==> config.mk <==
export PLATFORM = sky130hd
export DESIGN_NAME = system_reset_and_watchdog
export DESIGN_NICKNAME = d
export VERILOG_FILES = /design/src/core/rst_wdt_pkg.sv /design/src/core/system_reset_and_watchdog.sv
export SDC_FILE = /design/constraint.sdc
export NUM_CORES = 1
export LEC_CHECK = 0
export ABC_AREA = 1
export BUFFER_PORTS_ARGS = -buffer_cell sky130_fd_sc_hd__buf_2
export CORE_MARGIN = 8
export CORE_UTILIZATION = 50
export CTS_BUF_LIST = sky130_fd_sc_hd__clkbuf_8 sky130_fd_sc_hd__clkbuf_16
export CTS_CLUSTER_SIZE = 14
export DETAILED_ROUTE_END_ITERATION = 10
export GPL_TIMING_DRIVEN = 1
export PLACE_DENSITY_LB_ADDON = 0.05
export SYNTH_ARGS = -nofsm -noshare
export SYNTH_HDL_FRONTEND = slang
export SYNTH_SLANG_ARGS = --single-unit
==> constraint.sdc <==
create_clock -name i_clk -period 9.48 [get_ports i_clk]
set_clock_uncertainty 0.15 [all_clocks]
set_input_delay 1.896 -clock i_clk [delete_from_list [all_inputs] [get_ports i_clk]]
set_output_delay 1.896 -clock i_clk [all_outputs]
set_load 0.01 [all_outputs]
==> src/core/rst_wdt_pkg.sv <==
package rst_wdt_pkg;

   // ************************************************************
   // register map and field layout
   // ************************************************************
   localparam logic [7:0] ADDR_RESET_CAUSE = 8'h00;
   localparam logic [7:0] ADDR_WDT_CTRL    = 8'h04;

   localparam int CAUSE_POR = 0;
   localparam int CAUSE_EXT = 1;
   localparam int CAUSE_BOD = 2;
   localparam int CAUSE_WDT = 3;

   localparam int CTRL_FLAG  = 7;
   localparam int CTRL_IRQEN = 6;
   localparam int CTRL_WDP3  = 5;
   localparam int CTRL_CHG   = 4;
   localparam int CTRL_WDE   = 3;

   localparam logic [3:0] RESET_CAUSE_INIT = 4'h1;
   localparam logic [3:0] WDP_INIT         = 4'h0;
   localparam logic [3:0] WDP_MAX          = 4'h9;

   // ************************************************************
   // timing
   // ************************************************************
   localparam int CLK_PERIOD_NS     = 10;
   localparam int WDT_OSC_HZ        = 128000;
   localparam int EXT_MIN_PULSE_NS  = 2500;
   localparam logic [7:0] EXT_MIN_PULSE_CYC =
      8'((EXT_MIN_PULSE_NS + CLK_PERIOD_NS - 1) / CLK_PERIOD_NS);
   localparam logic [2:0] UNLOCK_WINDOW       = 3'h4;
   localparam logic [15:0] RELEASE_BASE_CYCLES = 16'h0040;
   localparam int WDT_BASE_CYCLES   = 2048;

   localparam logic [2:0] BOD_OFF = 3'h7;

   // ************************************************************
   // types
   // ************************************************************
   typedef enum logic [1:0] {
      RS_HOLD,
      RS_DELAY,
      RS_RUN
   } seq_state_t;

endpackage

==> src/core/system_reset_and_watchdog.sv <==
`timescale 1ns/1ps

// What this block does
// - while reset holds, I/O registers go to init; release starts at vector
// - port pins forced to initial state as soon as any source is active
// - reset stretched by a delay chosen by startup and clock fuses
// - four sources: power-on, reset pin, watchdog, enabled brown-out
// - reset pin low longer than minimum pulse width causes reset
// - reset pin rising starts the delay; release after it expires
// - reset pin ignored when the pin-disable fuse is programmed
// - power-on low reasserts reset at once; rising starts the delay
// - enabled brown-out asserts reset at once; release after delay
// - watchdog reset is a one-cycle pulse; delay starts as it falls
// - voltage reference on only for brown-out, bandgap select or converter
// - watchdog counts its own oscillator cycles up to selected value
// - restart instruction clears the watchdog count
// - interrupt mode expiry raises a wake-capable interrupt, no reset
// - system-reset mode expiry resets the system
// - combined mode: first expiry interrupts, later expiry resets
// - always-on fuse forces reset mode, enable reads 1, irq enable 0
// - reset-enable clear or prescaler change accepted only in window
// - time-out selectable from about 16 ms to about 8 s
// - change-enable clears itself four cycles after being set
// - reset-enable held set while watchdog reset flag is set
// - each source sets its cause flag; clear rules per flag
module system_reset_and_watchdog
#(
   parameter int WDT_BASE = rst_wdt_pkg::WDT_BASE_CYCLES,
   parameter int WDT_CW   = 21
)
(
   input  wire logic        i_clk,
   input  wire logic        i_rstn,
   input  wire logic        i_ce,
   input  wire logic        i_wb_cyc,
   input  wire logic        i_wb_stb,
   input  wire logic        i_wb_we,
   input  wire logic [7:0]  i_wb_adr,
   input  wire logic [3:0]  i_wb_sel,
   input  wire logic [31:0] i_wb_dat,
   output logic      [31:0] o_wb_dat,
   output logic             o_wb_ack,
   input  wire logic        i_power_low,
   input  wire logic        i_reset_pin_n,
   input  wire logic        i_brownout_low,
   input  wire logic [1:0]  i_startup_time_fuse,
   input  wire logic [3:0]  i_clock_select_fuse,
   input  wire logic        i_reset_pin_disable_fuse,
   input  wire logic [2:0]  i_brownout_level_fuse,
   input  wire logic        i_watchdog_always_on_fuse,
   input  wire logic        i_comparator_bandgap_select,
   input  wire logic        i_adc_enable,
   input  wire logic        i_wdt_osc,
   input  wire logic        i_wdt_restart,
   input  wire logic        i_wdt_irq_ack,
   output logic             o_core_reset,
   output logic             o_port_reset,
   output logic             o_wdt_irq,
   output logic             o_vref_enable
);

   // ************************************************************
   // declarations
   // ************************************************************
   logic                    bod_en;
   logic                    bod_hit;
   logic [7:0]              ext_low_cnt;
   logic                    ext_active;
   logic                    wdt_rst_pulse;
   logic                    src_active;
   rst_wdt_pkg::seq_state_t state;
   rst_wdt_pkg::seq_state_t next_state;
   logic [15:0]             delay_cnt;
   logic [15:0]             release_cycles;
   logic [2:0]              release_shift;
   logic [3:0]              cause;
   logic [3:0]              cause_set;
   logic                    wr_commit;
   logic                    wr_cause;
   logic                    wr_ctrl;
   logic [7:0]              wd;
   logic                    flag;
   logic                    irq_en;
   logic                    watchdog_reset_enable;
   logic [3:0]              watchdog_prescaler;
   logic                    chg_en;
   logic [2:0]              win_cnt;
   logic                    unlock_wr;
   logic                    wde_eff;
   logic                    irq_en_eff;
   logic                    osc_q;
   logic                    osc_edge;
   logic                    running;
   logic [3:0]              wdp_sel;
   logic [WDT_CW-1:0]       wdt_cnt;
   logic [WDT_CW-1:0]       wdt_limit;
   logic                    timeout;
   logic                    set_flag;
   logic                    rst_hit;
   logic                    next_flag;
   logic [7:0]              rd_byte;

   // ************************************************************
   // reset sources
   // ************************************************************
   assign bod_en  = i_brownout_level_fuse != rst_wdt_pkg::BOD_OFF;
   assign bod_hit = bod_en & i_brownout_low;

   // spike filter: short low pulses on the pin are dropped
   always_ff @(posedge i_clk)
   begin
      if (!i_rstn)
      begin
         ext_low_cnt <= 8'h00;
         ext_active  <= 1'b0;
      end
      else if (i_ce)
      begin
         if (i_reset_pin_disable_fuse || i_reset_pin_n)
         begin
            ext_low_cnt <= 8'h00;
            ext_active  <= 1'b0;
         end
         else if (ext_low_cnt == rst_wdt_pkg::EXT_MIN_PULSE_CYC)
         begin
            ext_active <= 1'b1;
         end
         else
         begin
            ext_low_cnt <= ext_low_cnt + 8'h01;
         end
      end
   end

   assign src_active = i_power_low | ext_active | bod_hit
                       | wdt_rst_pulse;

   // ************************************************************
   // release delay sequencer
   // ************************************************************
   assign release_shift  = 3'({1'b0, i_startup_time_fuse})
                         + 3'({1'b0, i_clock_select_fuse[1:0]});
   assign release_cycles = rst_wdt_pkg::RELEASE_BASE_CYCLES
                         << release_shift;

   always_comb
   begin
      next_state = state;
      case (state)
         rst_wdt_pkg::RS_HOLD:
         begin
            if (!src_active)
               next_state = rst_wdt_pkg::RS_DELAY;
         end
         rst_wdt_pkg::RS_DELAY:
         begin
            if (src_active)
               next_state = rst_wdt_pkg::RS_HOLD;
            else if (delay_cnt == release_cycles - 16'h0001)
               next_state = rst_wdt_pkg::RS_RUN;
         end
         rst_wdt_pkg::RS_RUN:
         begin
            if (src_active)
               next_state = rst_wdt_pkg::RS_HOLD;
         end
         default:
         begin
            next_state = rst_wdt_pkg::RS_HOLD;
         end
      endcase
   end

   always_ff @(posedge i_clk)
   begin
      if (!i_rstn)
      begin
         state        <= rst_wdt_pkg::RS_HOLD;
         delay_cnt    <= 16'h0000;
         o_core_reset <= 1'b1;
         o_port_reset <= 1'b1;
      end
      else if (i_ce)
      begin
         state        <= next_state;
         // pins follow the sources directly, not the stretched reset
         o_port_reset <= src_active;
         // core leaves reset only from RS_RUN, i.e. at the vector
         o_core_reset <= next_state != rst_wdt_pkg::RS_RUN;
         if (next_state == rst_wdt_pkg::RS_DELAY)
            delay_cnt <= delay_cnt + 16'h0001;
         else
            delay_cnt <= 16'h0000;
      end
   end

   // ************************************************************
   // wishbone slave
   // ************************************************************
   // writes land on the ack edge so the master sees them then
   assign wr_commit = i_wb_cyc & i_wb_stb & i_wb_we & o_wb_ack
                      & i_wb_sel[0];
   assign wr_cause  = wr_commit
                      & (i_wb_adr == rst_wdt_pkg::ADDR_RESET_CAUSE);
   assign wr_ctrl   = wr_commit
                      & (i_wb_adr == rst_wdt_pkg::ADDR_WDT_CTRL);
   assign wd        = i_wb_dat[7:0];

   always_comb
   begin
      rd_byte = 8'h00;
      if (i_wb_adr == rst_wdt_pkg::ADDR_RESET_CAUSE)
         rd_byte = {4'h0, cause};
      else if (i_wb_adr == rst_wdt_pkg::ADDR_WDT_CTRL)
         rd_byte = {flag, irq_en_eff, watchdog_prescaler[3], chg_en, wde_eff,
                    watchdog_prescaler[2:0]};
   end

   always_ff @(posedge i_clk)
   begin
      if (!i_rstn)
      begin
         o_wb_ack <= 1'b0;
         o_wb_dat <= 32'h0000_0000;
      end
      else if (i_ce)
      begin
         o_wb_ack <= i_wb_cyc & i_wb_stb & !o_wb_ack;
         if (i_wb_cyc && i_wb_stb && !o_wb_ack)
            o_wb_dat <= {24'h000000, rd_byte};
      end
   end

   // ************************************************************
   // reset cause flags
   // ************************************************************
   assign cause_set = {wdt_rst_pulse, bod_hit, ext_active,
                       i_power_low};

   genvar gi;
   generate
      for (gi = 0; gi < 4; gi++)
      begin : g_cause
         always_ff @(posedge i_clk)
         begin
            if (!i_rstn)
               cause[gi] <= rst_wdt_pkg::RESET_CAUSE_INIT[gi];
            else if (i_ce)
            begin
               // a new event beats a write of zero in the same cycle
               if (cause_set[gi])
                  cause[gi] <= 1'b1;
               else if ((wr_cause && !wd[gi])
                        || (gi != rst_wdt_pkg::CAUSE_POR
                            && i_power_low))
                  cause[gi] <= 1'b0;
            end
         end
      end
   endgenerate

   // ************************************************************
   // watchdog control register
   // ************************************************************
   assign wde_eff    = watchdog_reset_enable | cause[rst_wdt_pkg::CAUSE_WDT]
                       | i_watchdog_always_on_fuse;
   assign irq_en_eff = irq_en & !i_watchdog_always_on_fuse;
   assign unlock_wr  = wr_ctrl & wd[rst_wdt_pkg::CTRL_CHG]
                       & wd[rst_wdt_pkg::CTRL_WDE];

   always_ff @(posedge i_clk)
   begin
      if (!i_rstn)
      begin
         chg_en  <= 1'b0;
         win_cnt <= 3'h0;
      end
      else if (i_ce)
      begin
         if (o_core_reset)
         begin
            chg_en  <= 1'b0;
            win_cnt <= 3'h0;
         end
         else if (unlock_wr)
         begin
            chg_en  <= 1'b1;
            win_cnt <= rst_wdt_pkg::UNLOCK_WINDOW;
         end
         else if (chg_en)
         begin
            win_cnt <= win_cnt - 3'h1;
            if (win_cnt == 3'h1 || wr_ctrl)
               chg_en <= 1'b0;
         end
      end
   end

   always_ff @(posedge i_clk)
   begin
      if (!i_rstn)
      begin
         watchdog_reset_enable <= 1'b0;
         watchdog_prescaler <= rst_wdt_pkg::WDP_INIT;
      end
      else if (i_ce)
      begin
         if (o_core_reset)
         begin
            watchdog_reset_enable <= 1'b0;
            watchdog_prescaler <= rst_wdt_pkg::WDP_INIT;
         end
         else if (wr_ctrl && chg_en && !wd[rst_wdt_pkg::CTRL_CHG])
         begin
            watchdog_reset_enable <= wd[rst_wdt_pkg::CTRL_WDE]
                   | cause[rst_wdt_pkg::CAUSE_WDT];
            watchdog_prescaler <= {wd[rst_wdt_pkg::CTRL_WDP3], wd[2:0]};
         end
         else if (wr_ctrl && wd[rst_wdt_pkg::CTRL_WDE])
         begin
            // outside the window reset-enable can only be set
            watchdog_reset_enable <= 1'b1;
         end
      end
   end

   always_ff @(posedge i_clk)
   begin
      if (!i_rstn)
         irq_en <= 1'b0;
      else if (i_ce)
      begin
         if (o_core_reset)
            irq_en <= 1'b0;
         else if (i_wdt_irq_ack && wde_eff)
            irq_en <= 1'b0;
         else if (wr_ctrl)
            irq_en <= wd[rst_wdt_pkg::CTRL_IRQEN];
      end
   end

   // ************************************************************
   // watchdog counter
   // ************************************************************
   assign running  = (wde_eff | irq_en_eff) & !o_core_reset;
   // the oscillator is sampled; one count per rising edge seen
   assign osc_edge = i_wdt_osc & !osc_q;
   // codes above the 8 s setting are held at the longest one
   assign wdp_sel  = (watchdog_prescaler > rst_wdt_pkg::WDP_MAX)
                     ? rst_wdt_pkg::WDP_MAX : watchdog_prescaler;
   assign wdt_limit = WDT_CW'((WDT_BASE << wdp_sel) - 1);
   assign timeout  = running & osc_edge
                     & (wdt_cnt == wdt_limit);

   always_ff @(posedge i_clk)
   begin
      if (!i_rstn)
      begin
         osc_q   <= 1'b0;
         wdt_cnt <= '0;
      end
      else if (i_ce)
      begin
         osc_q <= i_wdt_osc;
         // restart acts in the same cycle, so an edge cannot add to it
         if (!running || i_wdt_restart || timeout)
            wdt_cnt <= '0;
         else if (osc_edge)
            wdt_cnt <= wdt_cnt + WDT_CW'(1);
      end
   end

   // ************************************************************
   // time-out actions
   // ************************************************************
   always_comb
   begin
      set_flag = 1'b0;
      rst_hit  = 1'b0;
      if (timeout)
      begin
         if (irq_en_eff && !wde_eff)
            set_flag = 1'b1;
         else if (!irq_en_eff && wde_eff)
            rst_hit = 1'b1;
         else if (!flag)
            set_flag = 1'b1;
         else
            rst_hit = 1'b1;
      end
      next_flag = flag;
      if (set_flag)
         next_flag = 1'b1;
      else if (o_core_reset || i_wdt_irq_ack
               || (wr_ctrl && wd[rst_wdt_pkg::CTRL_FLAG]))
         next_flag = 1'b0;
   end

   always_ff @(posedge i_clk)
   begin
      if (!i_rstn)
      begin
         flag          <= 1'b0;
         wdt_rst_pulse <= 1'b0;
         o_wdt_irq     <= 1'b0;
      end
      else if (i_ce)
      begin
         flag          <= next_flag;
         wdt_rst_pulse <= rst_hit;
         // also the wake request while the core sleeps
         o_wdt_irq     <= next_flag & irq_en_eff;
      end
   end

   // ************************************************************
   // voltage reference gate
   // ************************************************************
   always_ff @(posedge i_clk)
   begin
      if (!i_rstn)
         o_vref_enable <= 1'b0;
      else if (i_ce)
         o_vref_enable <= bod_en | i_comparator_bandgap_select
                          | i_adc_enable;
   end

endmodule

==> results of run 1 <==
## cell type report
class / count / area share, %
multi-input combinational: 520 / 50.6
sequential: 78 / 29.9
inverter: 96 / 6.90
clock inverter: 7 / 1.87
clock buffer: 9 / 2.37
tap: 129 / 3.09
timing repair buffer: 54 / 5.27
## worst max-delay path, stage by stage
cell and delay, ns:
buf_2 0.10, ha_1 0.19, fa_1 0.52, nor3_1 0.31, inv_1 0.08, ha_1 0.25
xor2_1 0.16, or2_2 0.27, nand3_1 0.07, nor2_1 0.05, nand3_2 0.13, nand3_2 0.25
or2_2 0.36, a21oi_1 0.12
## sequential cells by signal, indices dropped and copies added, names as in the netlist
signal	cells
chg_en	1
cause	4
o_core_reset	1
o_port_reset	1
osc_q	1
ext_low_cnt	8
watchdog_reset_enable	1
wdt_cnt	21
win_cnt	3
o_vref_enable	1
state	2
o_wb_ack	1
delay_cnt	16
watchdog_prescaler	4
o_wb_dat	8
ext_active	1
flag	1
irq_en	1
wdt_rst_pulse	1
o_wdt_irq	1
## synth_stat cells (2+ instances only)
cell type and number:
nand2_1 145, inv_1 93, nor2_1 82, dfxtp_1 78
nand3_1 46, a21oi_1 41, nor3_1 31, o21ai_0 31
buf_4 25, nand4_1 20, xor2_1 14, clkbuf_1 11
or2_2 11, ha_1 9, a21oi_2 8, o22ai_1 7
nor2_2 5, nor4_1 5, a31oi_1 4, nand2_2 4
nand3b_1 4, xnor2_1 4, buf_2 3, inv_2 3
nand2_4 3, o221ai_1 3, o31ai_1 3, nand3_2 2
nor4_2 2
## logic make-up after synthesis
group	synth area share (%)
DFF	32.9
other	0.0791
xor gates and xnor gates	3.33
adders and majority gates	2.80
AOI/OAI and AO/OA	12.9
buffers and inverters	13.1
and+or+nand+nor	34.8
## metal layers
| metal | routed length [µm] | vias up | track usage (%) |
|---|---|---|---|
| met5 | 0 | - | 0 |
| met4 | 195 | 0 | 6.66 |
| met3 | 495 | 17 | 4.21 |
| met2 | 5510 | 87 | 32.0 |
| met1 | 5350 | 2065 | 22.0 |
| li1 | - | 2371 | - |
## through the flow
step | std cells | utilization [%] | power [µW] | hold WS, ns | worst slack (ns)
after floorplan | 735 | - | 397 | 0.289 | 5.00
after global placement | 877 | 54.1 | 410 | 0.301 | 4.49
after detailed placement | 877 | 54.1 | 412 | 0.308 | 4.45
after CTS | 893 | 56.5 | 695 | 0.322 | 4.84
after global routing | 893 | 56.5 | 716 | 0.332 | 4.65
final | 893 | 56.5 | 686 | 0.319 | 4.84
## power by group through the flow
stage | Sequential [µW] | Clock [µW] | Combinational [µW]
global route | 336 | 301 | 78.9
global placement | 342 | 0 | 67.5
finish | 335 | 282 | 69.4
CTS | 335 | 290 | 69.4
detailed placement | 343 | 0 | 69.2
floorplan | 343 | 0 | 54.8
## worst max path at each step
stage                                       from                   endpoint  cells past startpoint
after detailed placement  i_startup_time_fuse[0]  delay_cnt[5]$_SDFFE_PN0P_                     14
after CTS                 i_startup_time_fuse[0]  delay_cnt[5]$_SDFFE_PN0P_                     14
after global placement    i_startup_time_fuse[0]  delay_cnt[5]$_SDFFE_PN0P_                     14
final                     i_startup_time_fuse[0]  delay_cnt[5]$_SDFFE_PN0P_                     14
after global routing      i_startup_time_fuse[0]  delay_cnt[5]$_SDFFE_PN0P_                     14
after floorplan           i_startup_time_fuse[0]  delay_cnt[5]$_SDFFE_PN0P_                     13
==> impl_metrics.csv, run 1 <==
group,metric,value,unit
synthesis,ys.flop_type,"dfxtp_1",
clock_tree,cts.repair.resized,0,
hold_path,min_from,"o_wb_dat[4]$_SDFFE_PN0P_",
detailed_routing,ant_nets,0,
synthesis,synth-seq-cells,78,
hold_path,hold_path_class,"flip-flop to flip-flop",
power_and_ir_drop,p_int,504,µW
sta,setup_tns,0,ns
clock_tree,cts_buffers,9,
clock_tree,holdBufCountCts,0,
power_and_ir_drop,pwr_density_cell,131,nW/µm²
global_route,grt_max_degree,39,
detailed_routing,firstDrtPassIters,4,
synthesis,syn_area,4740,µm²
clock_tree,clk_latency,0.37,ns
sta,rsz0062_at_grt,"false",
global_route,grt_usage,18.5,%
floorplan,start_util,51.3,%
placed_design,dpl.hpwl,8770,µm
clock_tree,cts_sinks,78,
synthesis,synth.distinct_cells,44,
layout,syn_to_final_growth,10.2,%
layout,nets,838,
clock_tree,cts_max_level,3,
power_and_ir_drop,netSwitchingPower,182,µW
floorplan,rows,35,
worst_setup_path,worstReg2RegStart,"watchdog_prescaler[3]$_SDFFE_PN0P_",
synthesis,yosysSeqAreaShare,32.9,%
floorplan,top_level_ports,106,
layout,mostFrequentLayoutCell,"nand2_1",
layout,drive_above_1_share,14.4,%
hold_path,hold-path-endpoint,"o_wb_dat[4]$_SDFFE_PN0P_",
power_and_ir_drop,leakagePower,0.00211,µW
placed_design,gp_congestion,0.871,
synthesis,avgSynthCellArea,6.66,µm²
power_and_ir_drop,combPwrFrac,10.1,%
power_and_ir_drop,switching_share,26.6,%
detailed_routing,routed_wl,11600,µm
worst_setup_path,path_max_fanout,12,
sta,finalCriticalPeriod,4.64,ns
placed_design,io_buffers,52,
worst_setup_path,r2r_slack,6.77,ns
synthesis,synthTopCellsByArea,"dfxtp_1 (33%), nand2_1 (11%), inv_1 (7.4%)",
clock_tree,clk_pin_slew,0.08,ns
layout,design_area,5220,µm²
detailed_routing,drtIter0Drc,248,
clock_tree,cts-root-buf,"clkbuf_8",
synthesis,synth-edff-count,0,
worst_setup_path,critical_path_class,"primary input to flip-flop",
layout,layout_common_cells,"nand2_1 (145), inv_1 (93), nor2_1 (82)",
synthesis,yosysWarnings,0,
floorplan,core_area,9240,µm²
global_route,antenna_found_initial,0,
sta,maxSlewHeadroom,44.9,%
detailed_routing,wl_per_cell,12.9,µm
worst_setup_path,arrival,4.78,ns
detailed_routing,via_per_inst,5.08,
floorplan,fp.dieH,113,µm
worst_setup_path,worst_setup_path_start_kind,"primary input",
sta,clock.fmax,216,MHz
sta,worstMarginPinSlew,0.826,ns
floorplan,die_w,113,µm
synthesis,synth_largest_area_cell,"dfxtp_1",
worst_setup_path,worstPathRequired,9.62,ns
detailed_routing,vias,4540,
clock_tree,cts_setup_buffers,0,
synthesis,syn_inst,712,
layout,diodes,0,
layout,multi_input_area,2640,µm²
floorplan,die_area,12900,µm²
clock_tree,cts_tree,"done",
placed_design,placed_cell_area,5000,µm²
power_and_ir_drop,ir_drop,0.000107,V
clock_tree,max-clock-path-buffers,2,
layout,fillers,899,
power_and_ir_drop,p_clk_share,41.1,%
power_and_ir_drop,pwr-share-seq,48.8,%
worst_setup_path,r2r_end,"wdt_cnt[1]$_SDFFE_PN0P_",
layout,seq_area,1560,µm²
detailed_routing,drcViolationCount,0,
sta,slew_viol_final,0,
worst_setup_path,r2r.worst_path.cells,16,
global_route,grt_pass1_wl,19600,µm
sta,period_share,48.9,%
hold_path,holdPathStages,2,
worst_setup_path,crit_path_end_kind,"flip-flop",
job,maxCapViolCount,0,
global_route,grt_overflow_total,0,
run_status,status,"finished clean",
global_route,grt_pass1_vias,4316,
synthesis,async_reset_ff_share,0,%
sta,setup_violations,0,
sta,hold_violations,0,
synthesis,synth_top_area_share,32.9,%
No activity file was read; power rests on OpenSTA's default activity.
==> run 2, diff against run 1 <==
ABC_AREA = 0   (was 1)
clock period = 4.35 ns   (was 9.48 ns; I/O delays follow)
==> impl_metrics.csv, run 2 <==
group,metric,value,unit
worst_setup_path,worst_setup_path_start_kind,"primary input",
worst_setup_path,worstPathRequired,4.42,ns
sta,slew_viol_final,0,
detailed_routing,routed_wl,10500,µm
floorplan,top_level_ports,106,
global_route,antenna_found_initial,0,
layout,largest_register,"wdt_cnt",
detailed_routing,drcViolationCount,0,
placed_design,gp_congestion,0.828,
layout,largest_reg_flops,21,
layout,nets,669,
worst_setup_path,critical_path_class,"primary input to flip-flop",
global_route,grt_overflow_total,0,
worst_setup_path,path_max_fanout,15,
synthesis,ys.flop_type,"dfxtp_1",
sta,maxSlewHeadroom,33.8,%
power_and_ir_drop,pwr_density_cell,312,nW/µm²
power_and_ir_drop,netSwitchingPower,347,µW
synthesis,async_reset_ff_share,0,%
clock_tree,clk_pin_slew,0.08,ns
synthesis,yosysWarnings,0,
hold_path,hold_path_class,"flip-flop to flip-flop",
synthesis,synth_top_area_share,35.8,%
floorplan,fp.dieH,109,µm
synthesis,syn_inst,547,
detailed_routing,wl_per_cell,15.0,µm
layout,diodes,0,
sta,finalCriticalPeriod,3.98,ns
worst_setup_path,crit_path_end_kind,"flip-flop",
sta,period_share,91.5,%
clock_tree,holdBufCountCts,0,
clock_tree,cts.repair.resized,0,
clock_tree,cts-root-buf,"clkbuf_8",
layout,mostFrequentLayoutCell,"dfxtp_1",
job,maxCapViolCount,0,
layout,multi_input_area,2530,µm²
layout,fillers,813,
placed_design,pre_cts_ws,-0.00534,ns
clock_tree,cts_tree,"done",
layout,syn_to_final_growth,10.8,%
floorplan,die_area,12000,µm²
synthesis,synthTopCellsByArea,"dfxtp_1 (36%), xor2_1 (6.0%), nor2_1 (5.6%)",
global_route,grt_usage,17.8,%
sta,rsz0062_at_grt,"false",
power_and_ir_drop,p_int,1160,µW
floorplan,start_util,50.8,%
synthesis,synth-seq-cells,78,
floorplan,rows,34,
synthesis,ys_top_cells_by_count,"dfxtp_1 (78), nor2_1 (65), nand2_1 (45)",
power_and_ir_drop,p_clk_share,43.1,%
sta,hold_slack,0.323,ns
floorplan,core_area,8590,µm²
clock_tree,cts_max_level,3,
sta,worstMarginPinSlew,0.992,ns
detailed_routing,vias,3840,
power_and_ir_drop,leakagePower,0.00187,µW
layout,drive_above_1_share,14.0,%
synthesis,yosysSeqAreaShare,35.8,%
global_route,grt_pass1_vias,3632,
synthesis,avgSynthCellArea,7.98,µm²
synthesis,synth.distinct_cells,60,
placed_design,dpl.hpwl,7750,µm
layout,reg_top3,"wdt_cnt (21), delay_cnt (16)",
synthesis,yosysMostFrequentCell,"dfxtp_1",
placed_design,io_buffers,52,
sta,hold_violations,0,
sta,fin_ws,0.368,ns
synthesis,synth_largest_area_cell,"dfxtp_1",
power_and_ir_drop,pwr-share-seq,47.9,%
detailed_routing,firstDrtPassIters,4,
global_route,grt_max_degree,31,
global_route,grt_pass1_wl,17400,µm
clock_tree,cts_sinks,78,
layout,layout_common_cells,"dfxtp_1 (78), nor2_1 (65), buf_2 (52)",
floorplan,die_w,109,µm
power_and_ir_drop,ir_drop,0.000199,V
clock_tree,cts_buffers,9,
clock_tree,clk_latency,0.34,ns
power_and_ir_drop,switching_share,23.0,%
detailed_routing,drtIter0Drc,213,
run_status,status,"finished clean",
synthesis,syn_area,4370,µm²
worst_setup_path,arrival,4.05,ns
clock_tree,cts_setup_buffers,0,
detailed_routing,via_per_inst,5.47,
clock_tree,max-clock-path-buffers,2,
sta,setup_violations,0,
layout,seq_area,1560,µm²
sta,clock.fmax,251,MHz
synthesis,synth-edff-count,0,
detailed_routing,ant_nets,0,
power_and_ir_drop,combPwrFrac,9.0,%
run 2: power groups by stage:
| stage | registers [µW] | clock network (µW) | logic, µW |
|---|---|---|---|
| floorplan | 739 | 0 | 106 |
| global placement | 739 | 0 | 132 |
| detailed placement | 739 | 0 | 135 |
| CTS | 722 | 667 | 136 |
| global route | 723 | 695 | 153 |
| finish | 722 | 650 | 136 |
run 2: final timing paths:
check,slack [ns],endpoint,from,cells past startpoint
setup / recovery,0.37,delay_cnt[10]$_SDFFE_PN0P_,i_startup_time_fuse[0],12
hold / removal,0.32,o_wdt_irq$_SDFFE_PN0P_,o_wdt_irq$_SDFFE_PN0P_,1
setup reg to reg,1.32,wdt_cnt[2]$_SDFFE_PN0P_,watchdog_prescaler[2]$_SDFFE_PN0P_,10
hold reg to reg,0.32,o_wdt_irq$_SDFFE_PN0P_,o_wdt_irq$_SDFFE_PN0P_,1
run 2: routing by layer:
layer | track usage (%) | part of all wire (%)
met3 | 3.69 | 4.7
met2 | 28.7 | 49
met1 | 23.4 | 45
met5 | 0 | 0
met4 | 5.11 | 1.1
run 2: cell type report:
class	instances	area share, %
Clock buffer	10	2.84
Clock inverter	5	2.04
Inverter	16	1.24
Multi-Input combinational cell	425	52.2
Sequential cell	78	32.3
Tap cell	108	2.79
Timing Repair Buffer	60	6.62
run 2: through the flow:
| stage | std cells | cell area (µm²) | power, µW | TNS, ns | util (%) |
|---|---|---|---|---|---|
| 3_3_place_gp | 687 | 4600 | 871 | 0 | 53.6 |
| 4_1_cts | 702 | 4840 | 1520 | 0 | 56.3 |
| 2_1_floorplan | 570 | 4450 | 845 | 0 | - |
| 3_5_place_dp | 687 | 4600 | 874 | -0.00534 | 53.6 |
| 6_report | 702 | 4840 | 1510 | 0 | 56.3 |
| 5_1_grt | 702 | 4840 | 1570 | 0 | 56.3 |
run 2: cells by family (layout without fill, tap and decap cells):
family                   Yosys count  count (layout)  synth area share, %
AO/OA/AOI/OAI                    110             110                 16.3
buffers and inverters             67              91                 8.37
XOR/XNOR                          38              38                 7.62
adder cells (fa/ha/maj)           10              10                 3.04
other                              1              24               0.0859
AND/OR/NAND/NOR                  236             236                 27.2
flip-flops                        78              78                 35.8
multiplexers                       7               7                 1.60
run 2: worst max-delay path, stage by stage:
cell	delay (ns)
buf_2	0.10
ha_1	0.20
fa_1	0.54
or3_4	0.44
ha_1	0.23
or4_1	0.47
o211ai_1	0.12
a21oi_1	0.08
or4_1	0.51
buf_4	0.21
nand2_2	0.16
o21ai_0	0.13
==> run 3, diff against run 2 <==
CORE_UTILIZATION = 49   (was 50)
clock period = 3.3 ns   (was 4.35 ns; I/O delays follow)
==> impl_metrics.csv, run 3 (same netlist as run 2, synthesis figures left out) <==
group,metric,value,unit
power_and_ir_drop,combPwrFrac,10.9,%
layout,nets,683,
sta,setup_violations,17,
sta,fin_ws,-0.121,ns
floorplan,fp.dieH,110,µm
power_and_ir_drop,pwr_density_cell,372,nW/µm²
layout,diodes,0,
global_route,grt_overflow_total,0,
worst_setup_path,critical_path_class,"primary input to flip-flop",
placed_design,gp_congestion,0.807,
power_and_ir_drop,pwr-share-seq,51.3,%
worst_setup_path,worst_setup_path_start_kind,"primary input",
job,maxCapViolCount,0,
sta,maxSlewHeadroom,52.7,%
worst_setup_path,arrival,3.51,ns
worst_setup_path,crit_path_end_kind,"flip-flop",
detailed_routing,ant_nets,0,
clock_tree,clk_latency,0.35,ns
sta,setup_tns,-0.904,ns
power_and_ir_drop,leakagePower,0.00193,µW
global_route,grt_pass1_vias,3734,
floorplan,core_area,8680,µm²
worst_setup_path,path_max_fanout,8,
sta,hold_violations,0,
layout,multi_input_area,2590,µm²
layout,layout.cells.non_filler,717,
layout,drive_above_1_share,17.1,%
global_route,antenna_found_initial,0,
clock_tree,cts_tree,"done",
sta,finalCriticalPeriod,3.42,ns
layout,design_area,4980,µm²
placed_design,placed_cell_area,4720,µm²
hold_path,hold_path_class,"flip-flop to flip-flop",
sta,slew_viol_final,0,
global_route,grt_max_degree,23,
clock_tree,cts_sinks,78,
power_and_ir_drop,ir_drop,0.000221,V
placed_design,io_buffers,52,
detailed_routing,wl_per_cell,14.8,µm
sta,period_share,104,%
layout,syn_to_final_growth,14.1,%
power_and_ir_drop,p_int,1380,µW
run_status,failed_checks,"setup timing",
layout,seq_area,1560,µm²
detailed_routing,vias,3953,
placed_design,dp_cells,699,
floorplan,die_w,110,µm
detailed_routing,firstDrtPassIters,5,
layout,largest_register,"wdt_cnt",
power_and_ir_drop,switching_share,25.8,%
global_route,grt_usage,16.9,%
power_and_ir_drop,p_clk_share,37.8,%
floorplan,rows,34,
clock_tree,cts_buffers,9,
layout,reg_top3,"wdt_cnt (21), delay_cnt (16)",
layout,mostFrequentLayoutCell,"dfxtp_1",
sta,clock.fmax,292,MHz
layout,layout_common_cells,"dfxtp_1 (78), nor2_1 (65), buf_2 (50)",
run_status,status,"complete, but fails checks",
global_route,grt_pass1_wl,17700,µm
hold_path,holdPathStages,2,
clock_tree,cts-root-buf,"clkbuf_8",
detailed_routing,via_per_inst,5.51,
clock_tree,cts_max_level,3,
sta,worstMarginPinSlew,0.704,ns
detailed_routing,drcViolationCount,0,
floorplan,die_area,12200,µm²
clock_tree,max-clock-path-buffers,2,
layout,fillers,856,
layout,largest_reg_flops,21,
sta,rsz0062_at_grt,"true",
detailed_routing,drtIter0Drc,194,
worst_setup_path,worstPathRequired,3.39,ns
clock_tree,clk_pin_slew,0.09,ns
floorplan,start_util,50.3,%
power_and_ir_drop,netSwitchingPower,478,µW
sta,hold_slack,0.334,ns
worst_setup_path,r2r.worst_path.cells,10,
detailed_routing,routed_wl,10600,µm
power_and_ir_drop,total_power,1860,µW
floorplan,top_level_ports,106,
placed_design,dpl.hpwl,7710,µm
[run 3: changes by cell type in the layout (fill, tap and decap cells not counted), moves of 3 or more]
cell	before	now
o21ai_1	0	8
o21ai_0	26	18
buf_4	8	20
buf_6	0	3
[run 3: timing repair]
item / in CTS / in global routing
pin swaps: 13 / 4
cloned: 1 / 0
hold endpoints to repair: 0 / 0
resized for setup: 14 / 5
hold buffers: 0 / 0
setup buffers: 1 / 0
setup endpoints to repair: 19 / 19
[run 3: through the flow]
stage | setup slack [ns] | utilization (%)
final | -0.121 | 57.4
after global routing | -0.186 | 57.4
after CTS | -0.0920 | 57.3
after detailed placement | -0.598 | 54.4
after global placement | -0.593 | 54.4
after floorplan | -0.532 | -
[run 3: cell type report]
cell class,count,share of cell area [%]
multi-input cells,425,51.9
flip-flops and latches,78,31.3
repair buffers,74,9.01
well taps,108,2.71
clock buffers,9,2.49
clock inverters,7,1.33
inverters,16,1.21
[run 3: critical path: stages]
cell and delay, ns:
buf_6 0.10, ha_4 0.14, fa_1 0.48, or3_4 0.37, ha_4 0.18, or4_4 0.41
o211ai_1 0.10, a21oi_1 0.09, or4_4 0.57, buf_8 0.17, a31oi_1 0.16, mux2i_1 0.09
[run 3: worst paths after layout]
kind / from / endpoint / slack (ns)
setup / recovery: i_clock_select_fuse[0] / delay_cnt[2]$_SDFFE_PN0P_ / -0.12
hold / removal: ext_low_cnt[7]$_SDFFE_PN0P_ / ext_low_cnt[7]$_SDFFE_PN0P_ / 0.33
setup reg to reg: watchdog_prescaler[1]$_SDFFE_PN0P_ / wdt_cnt[2]$_SDFFE_PN0P_ / 0.39
hold reg to reg: ext_low_cnt[7]$_SDFFE_PN0P_ / ext_low_cnt[7]$_SDFFE_PN0P_ / 0.33
[run 3: power groups by stage]
stage                     clock (µW)  combinational (µW)  sequential, µW
final                            701                 203             952
after CTS                        727                 199             952
after global placement             0                 190             974
after global routing             766                 224             953
after floorplan                    0                 149             974
after detailed placement           0                 193             974
[run 3: metal layers]
metal / share of wire [%] / routed length [µm] / global-route usage [%] / vias up
met5: 0 / 0 / 0 / -
met4: 1.1 / 112 / 5.23 / 0
met3: 5.8 / 614 / 5.09 / 10
met2: 46 / 4830 / 26.6 / 95
met1: 48 / 5030 / 21.5 / 1828
li1: - / - / - / 2020
